`src/logic/rail_seq_pkg.sv`:
```
/*
 Constants for the rail enable sequencer: clock rates, tick dividers,
 pattern store layout and the default delay image.
 Assumes a single 50 MHz system clock; every tick is derived from it.
*/
package rail_seq_pkg;

    // System clock
    localparam int unsigned CLOCK_HZ = 50_000_000;

    // Tick domains
    localparam int unsigned US_TICK_HZ = 1_000_000;
    localparam int unsigned MS_TICK_HZ = 1_000;
    localparam int unsigned US_DIV = CLOCK_HZ / US_TICK_HZ;
    localparam int unsigned MS_DIV = US_TICK_HZ / MS_TICK_HZ;

    // Store read pacing: one read per period of the 20 MHz read clock, rounded up
    localparam int unsigned READ_CLOCK_HZ = 20_000_000;
    localparam int unsigned READ_DIV = (CLOCK_HZ + READ_CLOCK_HZ - 1) / READ_CLOCK_HZ;

    // Pattern store layout
    localparam int unsigned STORE_PAGES = 8;
    localparam int unsigned PAGE_BYTES = 16;
    localparam int unsigned STORE_BYTES = STORE_PAGES * PAGE_BYTES;
    localparam int unsigned STORE_AW = $clog2(STORE_BYTES);

    // Rails and their store locations
    localparam int unsigned NUM_RAILS = 8;
    localparam int unsigned US_RAILS = 4;
    localparam logic [6:0] US_BASE_ADDR = 7'h00;
    localparam logic [6:0] MS_BASE_ADDR = 7'h04;
    localparam logic [6:0] LAST_ADDR = 7'h07;

    // Reset values and counter saturation limit
    localparam logic [7:0] DELAY_RESET = 8'h00;
    localparam logic [7:0] COUNT_RESET = 8'h00;
    localparam logic [7:0] COUNT_MAX = 8'hFF;

    // Default delay image, byte 0 in the low lane
    localparam logic [63:0] DEFAULT_IMAGE = {
        8'h09, 8'h03, 8'h06, 8'h01, 8'h26, 8'h0F, 8'h14, 8'h05
    };

    typedef enum logic [0:0] {
        ST_LOAD = 1'b0,
        ST_RUN = 1'b1
    } seq_state_t;

endpackage : rail_seq_pkg

```
`src/logic/rail_enable_sequencer.sv`:
```
/*
 Rail enable sequencer: reads eight delay bytes from the pattern store
 after reset, raises the timing reference, then raises each of eight rail
 enables once its delay in microsecond or millisecond ticks has passed.
 Assumes i_rstn is the push-button reset, i_clock runs at 50 MHz and the
 store image is fixed at build time through DELAY_IMAGE.
*/
// Functional notes
// RQ1 - Two tick domains: 1 kHz and 1 MHz
// RQ2 - Delays are whole ticks of their domain
// RQ3 - Eight enables: four microsecond, four millisecond
// RQ4 - Locations 0-3 microsecond, 4-7 millisecond delays
// RQ5 - Address n drives enable n plus one
// RQ6 - Enable rises after stored count of ticks
// RQ7 - Reference rises as soon as core initialised
// RQ8 - Delays measured from reference, not cumulative
// RQ9 - Ticks divided down from a faster clock
// RQ10 - Paced store reads latched into holding registers
// RQ11 - Address generator feeds separate enable generator
// RQ12 - Enables 1-4 microsecond, 5-8 millisecond clocked
// RQ13 - Base tick 1 MHz, one microsecond spacing
// RQ14 - Ticks from logic dividers, no PLL
// RQ15 - Active-low push-button reset input
// RQ16 - All enables and reference active high
// RQ17 - Store is eight pages of sixteen bytes
// RQ18 - Reset clears all; enables stay high after
`timescale 1ns/10ps
module rail_enable_sequencer #(
    parameter logic [63:0] DELAY_IMAGE = rail_seq_pkg::DEFAULT_IMAGE
) (
    input wire logic i_clock,
    input wire logic i_rstn,
    input wire logic i_clk_en,
    output logic o_timing_reference,
    output logic o_rail_enable_1,
    output logic o_rail_enable_2,
    output logic o_rail_enable_3,
    output logic o_rail_enable_4,
    output logic o_rail_enable_5,
    output logic o_rail_enable_6,
    output logic o_rail_enable_7,
    output logic o_rail_enable_8
);
    localparam int unsigned NR = rail_seq_pkg::NUM_RAILS;
    localparam int unsigned RDW = $clog2(rail_seq_pkg::READ_DIV + 1);
    localparam logic [RDW-1:0] READ_TOP = RDW'(rail_seq_pkg::READ_DIV - 1);

    // Enable is due once the elapsed tick count has reached the delay
    function automatic logic rail_due(input logic [7:0] count, input logic [7:0] delay);
        rail_due = (count >= delay);
    endfunction : rail_due

    // Saturating tick counter step
    function automatic logic [7:0] count_step(input logic [7:0] count);
        count_step = (count == rail_seq_pkg::COUNT_MAX) ? count : count + 8'h01;
    endfunction : count_step

    rail_seq_pkg::seq_state_t state_q;
    logic [RDW-1:0] read_cnt_q;
    logic read_strobe_q;
    logic [rail_seq_pkg::STORE_AW-1:0] addr_q;
    logic addr_done_q;
    logic [7:0] rd_data_q;
    logic [rail_seq_pkg::STORE_AW-1:0] rd_addr_q;
    logic rd_valid_q;
    logic [7:0] delay_q [0:NR-1];
    logic reference_q;
    logic us_tick;
    logic ms_tick;
    logic [7:0] us_count_q;
    logic [7:0] ms_count_q;
    logic [NR-1:0] rail_q;
    logic [7:0] store_mem [0:rail_seq_pkg::STORE_BYTES-1];

    // Nonvolatile pattern store: eight pages of sixteen bytes, image in the low bytes
    always_comb begin // RQ17
        for (int i = 0; i < rail_seq_pkg::STORE_BYTES; i++) begin
            store_mem[i] = 8'h00;
        end
        for (int i = 0; i < NR; i++) begin
            store_mem[i] = DELAY_IMAGE[8*i +: 8];
        end
    end

    // Read pacing strobe at the read clock rate
    always_ff @(posedge i_clock or negedge i_rstn) begin
        if (!i_rstn) begin
            read_cnt_q <= '0;
            read_strobe_q <= 1'b0;
        end else if (i_clk_en) begin
            if (state_q == rail_seq_pkg::ST_LOAD && !addr_done_q) begin
                read_strobe_q <= (read_cnt_q == READ_TOP); // RQ10
                read_cnt_q <= (read_cnt_q == READ_TOP) ? '0 : read_cnt_q + 1'b1;
            end else begin
                read_strobe_q <= 1'b0;
                read_cnt_q <= '0;
            end
        end
    end

    // Address generator: steps through the eight delay locations once
    always_ff @(posedge i_clock or negedge i_rstn) begin
        if (!i_rstn) begin
            addr_q <= rail_seq_pkg::US_BASE_ADDR;
            addr_done_q <= 1'b0;
        end else if (i_clk_en) begin
            if (read_strobe_q && !addr_done_q) begin // RQ11
                if (addr_q == rail_seq_pkg::LAST_ADDR) begin
                    addr_done_q <= 1'b1;
                end else begin
                    addr_q <= addr_q + 7'h01;
                end
            end
        end
    end

    // Registered store read
    always_ff @(posedge i_clock or negedge i_rstn) begin
        if (!i_rstn) begin
            rd_data_q <= 8'h00;
            rd_addr_q <= '0;
            rd_valid_q <= 1'b0;
        end else if (i_clk_en) begin
            rd_valid_q <= read_strobe_q && !addr_done_q;
            if (read_strobe_q && !addr_done_q) begin
                rd_data_q <= store_mem[addr_q]; // RQ10
                rd_addr_q <= addr_q;
            end
        end
    end

    // Holding registers: location n times enable n plus one
    always_ff @(posedge i_clock or negedge i_rstn) begin
        if (!i_rstn) begin
            for (int i = 0; i < NR; i++) begin
                delay_q[i] <= rail_seq_pkg::DELAY_RESET;
            end
        end else if (i_clk_en) begin
            if (rd_valid_q) begin
                delay_q[rd_addr_q[2:0]] <= rd_data_q; // RQ4 RQ5
            end
        end
    end

    // Core initialised once the last location is held; reference follows at once
    always_ff @(posedge i_clock or negedge i_rstn) begin
        if (!i_rstn) begin // RQ15
            state_q <= rail_seq_pkg::ST_LOAD;
            reference_q <= 1'b0;
        end else if (i_clk_en) begin
            unique case (state_q)
                rail_seq_pkg::ST_LOAD: begin
                    if (rd_valid_q && rd_addr_q == rail_seq_pkg::LAST_ADDR) begin
                        state_q <= rail_seq_pkg::ST_RUN;
                        reference_q <= 1'b1; // RQ7 RQ16
                    end
                end
                rail_seq_pkg::ST_RUN: begin
                    reference_q <= 1'b1;
                end
            endcase
        end
    end

    // Tick generation by logic dividers, restarted at the reference
    tick_divider #(
        .DIV(rail_seq_pkg::US_DIV)
    ) u_us_div ( // RQ1 RQ9 RQ13 RQ14
        .i_clock(i_clock),
        .i_rstn(i_rstn),
        .i_clk_en(i_clk_en),
        .i_run(reference_q),
        .i_step(1'b1),
        .o_tick(us_tick)
    );

    tick_divider #(
        .DIV(rail_seq_pkg::MS_DIV)
    ) u_ms_div ( // RQ1 RQ9 RQ14
        .i_clock(i_clock),
        .i_rstn(i_rstn),
        .i_clk_en(i_clk_en),
        .i_run(reference_q),
        .i_step(us_tick),
        .o_tick(ms_tick)
    );

    // Elapsed ticks since the reference, one counter per domain
    always_ff @(posedge i_clock or negedge i_rstn) begin
        if (!i_rstn) begin
            us_count_q <= rail_seq_pkg::COUNT_RESET; // RQ18
            ms_count_q <= rail_seq_pkg::COUNT_RESET;
        end else if (i_clk_en) begin
            if (!reference_q) begin
                us_count_q <= rail_seq_pkg::COUNT_RESET; // RQ8
                ms_count_q <= rail_seq_pkg::COUNT_RESET;
            end else begin
                if (us_tick) begin
                    us_count_q <= count_step(us_count_q); // RQ2
                end
                if (ms_tick) begin
                    ms_count_q <= count_step(ms_count_q); // RQ2
                end
            end
        end
    end

    // Enable generator: each rail compared on its own, sticky until reset
    always_ff @(posedge i_clock or negedge i_rstn) begin
        if (!i_rstn) begin
            rail_q <= '0; // RQ18
        end else if (i_clk_en) begin
            if (reference_q) begin
                for (int i = 0; i < NR; i++) begin
                    if (i < rail_seq_pkg::US_RAILS) begin
                        if (rail_due(us_count_q, delay_q[i])) begin
                            rail_q[i] <= 1'b1; // RQ3 RQ6 RQ8 RQ12
                        end
                    end else begin
                        if (rail_due(ms_count_q, delay_q[i])) begin
                            rail_q[i] <= 1'b1; // RQ3 RQ6 RQ8 RQ12
                        end
                    end
                end
            end
        end
    end

    assign o_timing_reference = reference_q;
    assign o_rail_enable_1 = rail_q[0];
    assign o_rail_enable_2 = rail_q[1];
    assign o_rail_enable_3 = rail_q[2];
    assign o_rail_enable_4 = rail_q[3];
    assign o_rail_enable_5 = rail_q[4];
    assign o_rail_enable_6 = rail_q[5];
    assign o_rail_enable_7 = rail_q[6];
    assign o_rail_enable_8 = rail_q[7];

    // Checks
    property p_ref_after_load;
        @(posedge i_clock) disable iff (!i_rstn)
        $rose(reference_q) |-> $past(rd_valid_q) && ($past(rd_addr_q) == 7'h07);
    endproperty
    a_ref_after_load: assert property (p_ref_after_load) // RQ7
        else $error("reference rose without last store location held");

    property p_rail_sticky;
        @(posedge i_clock) disable iff (!i_rstn)
        &(rail_q | ~$past(rail_q));
    endproperty
    a_rail_sticky: assert property (p_rail_sticky) // RQ18
        else $error("rail enable dropped without reset");

    property p_no_rail_before_ref;
        @(posedge i_clock) disable iff (!i_rstn)
        (rail_q != 8'h00) |-> reference_q;
    endproperty
    a_no_rail_before_ref: assert property (p_no_rail_before_ref) // RQ8
        else $error("rail enable ahead of reference");

    property p_counts_held;
        @(posedge i_clock) disable iff (!i_rstn)
        !reference_q |-> (us_count_q == 8'h00) && (ms_count_q == 8'h00);
    endproperty
    a_counts_held: assert property (p_counts_held) // RQ8
        else $error("tick counters ran before reference");

    property p_rail1_exact;
        @(posedge i_clock) disable iff (!i_rstn)
        $rose(rail_q[0]) |-> $past(us_count_q) == delay_q[0];
    endproperty
    a_rail1_exact: assert property (p_rail1_exact) // RQ5
        else $error("enable 1 rose at wrong microsecond count");

    property p_rail5_exact;
        @(posedge i_clock) disable iff (!i_rstn)
        $rose(rail_q[4]) |-> $past(ms_count_q) == delay_q[4];
    endproperty
    a_rail5_exact: assert property (p_rail5_exact) // RQ4
        else $error("enable 5 rose at wrong millisecond count");

    property p_ms_from_us;
        @(posedge i_clock) disable iff (!i_rstn)
        $rose(ms_tick) |-> $past(us_tick);
    endproperty
    a_ms_from_us: assert property (p_ms_from_us) // RQ1
        else $error("millisecond tick not aligned to microsecond tick");

    property p_count_on_tick;
        @(posedge i_clock) disable iff (!i_rstn)
        reference_q && $changed(us_count_q) |-> $past(us_tick) && $past(i_clk_en);
    endproperty
    a_count_on_tick: assert property (p_count_on_tick) // RQ2
        else $error("microsecond count moved without a tick");

    property p_read_pace;
        @(posedge i_clock) disable iff (!i_rstn)
        (read_strobe_q && i_clk_en) |=> !read_strobe_q;
    endproperty
    a_read_pace: assert property (p_read_pace) // RQ10
        else $error("store reads faster than the read clock");

    property p_freeze;
        @(posedge i_clock) disable iff (!i_rstn)
        !i_clk_en |=> $stable(rail_q) && $stable(us_count_q) && $stable(state_q);
    endproperty
    a_freeze: assert property (p_freeze)
        else $error("state moved with clock enable low");

    property p_cov_ref;
        @(posedge i_clock) disable iff (!i_rstn)
        $rose(reference_q);
    endproperty
    c_cov_ref: cover property (p_cov_ref);

    property p_cov_us_rail;
        @(posedge i_clock) disable iff (!i_rstn)
        $rose(rail_q[3]);
    endproperty
    c_cov_us_rail: cover property (p_cov_us_rail);

    property p_cov_all_rails;
        @(posedge i_clock) disable iff (!i_rstn)
        $rose(&rail_q);
    endproperty
    c_cov_all_rails: cover property (p_cov_all_rails);

endmodule : rail_enable_sequencer

```
`src/logic/tick_divider.sv`:
```
/*
 Tick divider: emits a one-cycle tick every DIV steps while running.
 Assumes i_step comes from logic on the same clock; held clear while
 i_run is low so the first tick falls a full period after the start.
*/
`timescale 1ns/10ps
module tick_divider #(
    parameter int unsigned DIV = 50
) (
    input wire logic i_clock,
    input wire logic i_rstn,
    input wire logic i_clk_en,
    input wire logic i_run,
    input wire logic i_step,
    output logic o_tick
);
    localparam int unsigned CW = (DIV > 1) ? $clog2(DIV) : 1;
    localparam logic [CW-1:0] TOP = CW'(DIV - 1);

    logic [CW-1:0] count_q;

    always_ff @(posedge i_clock or negedge i_rstn) begin
        if (!i_rstn) begin
            count_q <= '0;
            o_tick <= 1'b0;
        end else if (i_clk_en) begin
            if (!i_run) begin
                count_q <= '0;
                o_tick <= 1'b0;
            end else if (i_step) begin
                o_tick <= (count_q == TOP);
                count_q <= (count_q == TOP) ? '0 : count_q + 1'b1;
            end else begin
                o_tick <= 1'b0;
            end
        end
    end

endmodule : tick_divider

```
`config.mk`:
```
export PLATFORM = sky130hd
export DESIGN_NAME = rail_enable_sequencer
export DESIGN_NICKNAME = d
export VERILOG_FILES = /design/src/logic/rail_seq_pkg.sv /design/src/logic/rail_enable_sequencer.sv /design/src/logic/tick_divider.sv
export SDC_FILE = /design/constraint.sdc
export NUM_CORES = 1
export LEC_CHECK = 0
export BUFFER_PORTS_ARGS = -buffer_cell sky130_fd_sc_hd__buf_2
export CAP_MARGIN = 20
export CORE_MARGIN = 4
export CORE_UTILIZATION = 55
export DETAILED_ROUTE_END_ITERATION = 6
export PLACE_DENSITY = 0.71
export SLEW_MARGIN = 0
export SYNTH_ARGS = -nofsm -noshare
export SYNTH_HDL_FRONTEND = slang
export SYNTH_SLANG_ARGS = --single-unit
export TNS_END_PERCENT = 5
```
`constraint.sdc`:
```
create_clock -name i_clock -period 3.59 [get_ports i_clock]
set_input_delay 0.5385 -clock i_clock [delete_from_list [all_inputs] [get_ports i_clock]]
set_output_delay 0.5385 -clock i_clock [all_outputs]
set_load 0.05 [all_outputs]
```
# After elaboration in Yosys (flattened, before gate mapping)
# Memory sizes are Yosys's and may differ from the RTL's. A register that Yosys moved wholly into a read port is not among the register bits.
# Cells that the tools add are included.
# word_totals
register_bits,127
in_bits,3
romBits,1024
output_inout_bits,9
word_cells,109
memories,1
# op_classes
muxes,24
addsub,6
reduce_logical,22
n_bitwise,4
n_lt_le_gt_ge,10
n_eq_ne,12
# memory_table
memory,words,word_bits,read_ports,rd_clocked_by_memory_dff,write_ports,line,source
(name not given),128,8,1,1,0,rail_enable_sequencer.sv:126,rd_data_q <= store_mem[addr_q];
# op_table
op,n
64-bit bitwise mux,1
8-bit >= comparator,8
8-bit 2-to-1 mux,7
3-bit AND reduction,12
10-bit 2-to-1 mux,3
8-bit demux with 3-bit select,1
"8-bit by 1-bit adder with 8-bit output, second input constant",2
"8-bit == test, second input constant",2
"7-bit by 3-bit == test with 1-bit output, second input constant",2
6-bit 2-to-1 mux,2
"10-bit by 1-bit adder with 10-bit output, second input constant",1
"10-bit == test, second input constant",1
7-bit inverter with 8-bit output,1
2-bit AND reduction,4
"7-bit by 1-bit adder with 7-bit output, second input constant",1
1-bit 2-to-1 mux,7
"6-bit by 1-bit adder with 6-bit output, second input constant",1
"6-bit == test, second input constant",1
"2-bit by 1-bit inequality test with 1-bit output, second input constant",3
"4-bit >= comparator, second input constant",1
1-bit logical AND,4
"4-bit by 1-bit less-than comparator with 1-bit output, second input constant",1
2-bit 2-to-1 mux,2
"2-bit inequality test, second input constant",2
other kinds (6),8

# Logic depth before layout (Yosys ltp)
# logic_depth
ltp_word,6
mapped_depth,7
ltp_nobuf,7

# By module
# A second synthesis with hierarchy kept.
# hier_totals
cells_unflattened,627
area_unflattened_um2,6346.1
# modules_own_cells
mod,area_per_inst_um2,seq_area_each_um2,cells_per_inst,instances
rail_enable_sequencer,5297.6,2477.4,509,1
tick_divider (u_ms_div),599.3,275.3,63,1
tick_divider (u_us_div),449.2,175.2,55,1

# Least setup slack after synthesis
# No wires, ideal clock.
# synth_path
path_type,flip-flop to flip-flop
from,reg reference_q (netlist: o_timing_reference)
to,reg us_count_q[4]
required_ps,3521
setup_ps,69
path_buffers,2
path_stages_with_launch,8
arrival_time_ps,1741
period_less_slack_ps,1810
slack_ps,1780
path_cell_list,dfrtp_1 buf_6 inv_1 o21ai_1 a31o_2 buf_6 or4_1 nand3_1
# synth_via
elab_chain_len,2
elab_cells_between_ends,4
cone_classes,eq/ne: 2; mux: 1; reduce/logical: 1
# synth_lines
element,line,source
"start, declared",rail_enable_sequencer.sv:67,logic reference_q;
"start signal, assigned",rail_enable_sequencer.sv:149,reference_q <= 1'b0;
"start signal, assigned",rail_enable_sequencer.sv:155,reference_q <= 1'b1;
"start signal, assigned",rail_enable_sequencer.sv:159,reference_q <= 1'b1;
2-bit inequality test (no line) or 2-bit by 1-bit inequality test with 1-bit output (tied branches),-,
3-bit AND reduction (no line),-,
"end signal, assigned",rail_enable_sequencer.sv:191,us_count_q <= rail_seq_pkg::COUNT_RESET;
"end signal, assigned",rail_enable_sequencer.sv:195,us_count_q <= rail_seq_pkg::COUNT_RESET;
"end signal, assigned",rail_enable_sequencer.sv:199,us_count_q <= count_step(us_count_q);
"end, declared",rail_enable_sequencer.sv:70,logic [7:0] us_count_q;
# Parallel ways exist; a longest one is shown, timed or not.
# A chain may end at the register's enable or synchronous reset.

# Worst setup path after layout
# Same ends and word-level chain as after synthesis.

==> flow_summary_export.csv <==
group,metric,value,unit
final_layout,drive_gt1_frac,0.1094,
power_and_ir_drop,p_comb_frac,0.187,
floorplanning,core,10840,µm²
clock_network,path_clk_slew,0.05,ns
worst_setup_path,path_max_fanout,19,
logic_synthesis,ys_types,54,
logic_synthesis,avgSynthCellArea,9.987,µm²
sta,slew_violations,0,
clock_network,clock_path_buffers,2,
logic_synthesis,postSynth.asyncResetShare,1.000,
clock_network,htreeDepth,4,
sta,hold_viol,0,
route,wl_met1,5.853,mm
sta,period_share,0.6129,
route,postRouteAntennaNets,0,
power_and_ir_drop,vdd_drop_max,390.4,µV
route,topRoutingLayerUsed,"met4",
worst_setup_path,worstSetupPathType,"reg -> reg",
power_and_ir_drop,power.share.clock,0.373,
logic_synthesis,syn_nets,672,
route,drt_wl_total,12.71,mm
route,drt-vias-per-instance,5.729,
grt,grt_overflow_total,0,
logic_synthesis,ys_warn_count,0,
worst_setup_path,required,4.00,ns
worst_setup_path,end_kind,"flop",
route,drt_iter0_markers,337,
power_and_ir_drop,p_leak,0.003302,µW
logic_synthesis,yosys.area.top_type,"dfrtp_1",
worst_setup_path,cp-start-kind,"flop",
worst_setup_path,worstPathArrival,2.61,ns
final_layout,fin_util,0.6249,
final_layout,final_nets,680,
grt,grt_max_degree,68,
power_and_ir_drop,swShare,0.3038,
sta,setup_viol,0,
grt,antenna_found_initial,0,
route,vias,4417,
power_and_ir_drop,power_switching,1188,µW
sta,relSlewSlack,0.4253,
sta,tightest_slew,0.8620,ns
place,io_buffers,11,
floorplanning,dieArea,12860,µm²
power_and_ir_drop,p_total,3909,µW
logic_synthesis,syn-cell-area,6112,µm²
clock_network,cts_tree,"yes",
sta,fmax,454.5,MHz
route,wl_met3,619,µm
clock_network,post_cts_buffers,0,
floorplanning,die_x,113.4,µm
grt,grt_pass1_vias,4497,
place,gp_congestion,0.8421,
route,dr_wl_met2,5.930,mm
logic_synthesis,yosysSeqAreaShare,0.4790,
logic_synthesis,syn_inst,612,
sta,period_needed,2.200,ns
power_and_ir_drop,seq_power_share,0.440,
place,hpwl,8.720,mm
clock_network,postCtsHoldBufs,0,
sta,fin_worst_skew,0.009603,ns
run_status,status,"complete, no violations",
floorplanning,die_h,113.4,µm
logic_synthesis,synth_top_area_frac,0.4790,
sta,hold_slack,0.1267,ns
grt,grt_pass1_wl,22.03,mm
route,drc,0,
clock_network,cts_resized,0,
logic_synthesis,ys_ff_latch,117,
clock_network,clk_latency,0.53,ns
floorplanning,num_io_pins,12,
sta,finalSetupTns,0,ns
final_layout,syn_to_final_growth,10.83,%
grt,grt.total_usage,0.2193,
clock_network,cts_made_buffers,17,
power_and_ir_drop,p_int,2721,µW
power_and_ir_drop,pwr_density_cell,577.0,nW/µm²
sta,fin_ws,1.390,ns
flow_run,drv_cap,0,
floorplanning,rows,38,
place,place_ws,1.285,ns
route,detail_route.wl_per_cell,16.48,µm
logic_synthesis,synth.area.top_cells,"dfrtp_1, ha_1, o21ai_0",
logic_synthesis,ys.flop_type,"dfrtp_1",
clock_network,clockRootBuffer,"clkbuf_8",
worst_hold_path,hp-class,"in -> async",
clock_network,clock_sinks,117,
sta,rsz0062_at_grt,"false",
logic_synthesis,synth_edf_count,0,
route,dr.pass1.iters,5,
final_layout,antenna_cells,0,
floorplanning,initial_utilization,0.5638,
-- layout make-up --
type                            instances  area [µm²]
Tap cell                              140       175.2
Fill cell                             877        4066
Multi-Input combinational cell        417        2870
Timing Repair Buffer                   14       92.59
Inverter                               53       198.9
Clock inverter                          5       25.02
Sequential cell                       117        2928
Clock buffer                           25       484.2
-- worst paths after layout --
check	startpoint	to	slack, ns	cells after the start
min in group i_clock	rail_q[5]$_DFFE_PN0P_	rail_q[5]$_DFFE_PN0P_	0.47	1
worst min-delay path	i_rstn	delay_q[56]$_DFFE_PN0P_	0.13	1
worst max-delay path	o_timing_reference$_DFFE_PN0P_	us_count_q[4]$_DFFE_PN0P_	1.39	5
worst min register to register	rail_q[5]$_DFFE_PN0P_	rail_q[5]$_DFFE_PN0P_	0.47	1
worst max register to register	o_timing_reference$_DFFE_PN0P_	us_count_q[4]$_DFFE_PN0P_	1.39	5
max in group asynchronous	i_rstn	delay_q[26]$_DFFE_PN0P_	2.69	2
-- logic make-up (layout without fill, tap and decap cells) --
group | count (synthesis) | count (layout) | synth area share
XOR/XNOR | 14 | 14 | 0.02006
multiplexers | 21 | 21 | 0.03808
buffers and inverters | 78 | 97 | 0.05138
AO/OA/AOI/OAI | 141 | 141 | 0.1499
AND/OR/NAND/NOR | 184 | 184 | 0.1449
flip-flops | 117 | 117 | 0.4790
adder cells (fa/ha/maj) | 57 | 57 | 0.1167
-- placed cells by master, fill, tap and decap left out, types with 6 or more instances in the layout --
| cell | n |
|---|---|
| nand4_1 | 7 |
| nand3_1 | 24 |
| a21oi_1 | 8 |
| inv_1 | 52 |
| clkbuf_16 | 16 |
| a31oi_1 | 11 |
| o21bai_1 | 16 |
| nand2b_1 | 11 |
| xnor2_1 | 6 |
| buf_2 | 10 |
| mux2_2 | 18 |
| dfrtp_1 | 117 |
| a211oi_1 | 8 |
| o21ai_0 | 59 |
| nor2_1 | 31 |
| nand2_1 | 75 |
| ha_1 | 57 |
| xor2_1 | 8 |
-- power groups by stage --
stage	sequential, µW	combinational (µW)	clock (µW)
6_report	1720	730	1460
3_5_place_dp	1740	730	0
5_1_grt	1750	856	1550
2_1_floorplan	1690	569	0
4_1_cts	1720	740	1480
3_3_place_gp	1730	692	0
-- flip-flops by register name, indices dropped and copies added, names as in the netlist, 2 cells and up --
register,flops
rd_data_q,6
u_ms_div.count_q,10
delay_q,48
rd_addr_q,7
addr_q,7
u_us_div.count_q,6
rail_q,8
ms_count_q,8
read_cnt_q,2
us_count_q,8
-- synthesized netlist by cell type, types with 11 or more instances --
| master | instances |
|---|---|
| dfrtp_1 | 117 |
| nand2b_1 | 11 |
| ha_1 | 57 |
| nand2_1 | 75 |
| nand3_1 | 24 |
| inv_1 | 52 |
| o21bai_1 | 16 |
| o21ai_0 | 59 |
| mux2_2 | 18 |
| clkbuf_1 | 19 |
| nor2_1 | 31 |
| a31oi_1 | 11 |
-- critical path, stage by stage, from the launching register on --
cell and delay, ns:
dfrtp_1 0.71, inv_1 0.17, o21ai_1 0.68, a31o_2 0.32
or4_1 0.14, nand3_1 0.06
-- routing by layer --
layer  vias to the layer above  GRT usage
li1                       2163          -
met2                       102     0.3393
met5                         -          0
met3                        30    0.05942
met1                      2122     0.2937
met4                         0    0.09215
-- stage by stage --
stage               area (µm²)  std cells
global route              6774        771
global placement          6265        741
detailed placement        6265        741
CTS                       6774        771
finish                    6774        771
floorplan                 6112        612
Power figures use the tool's default switching activity.
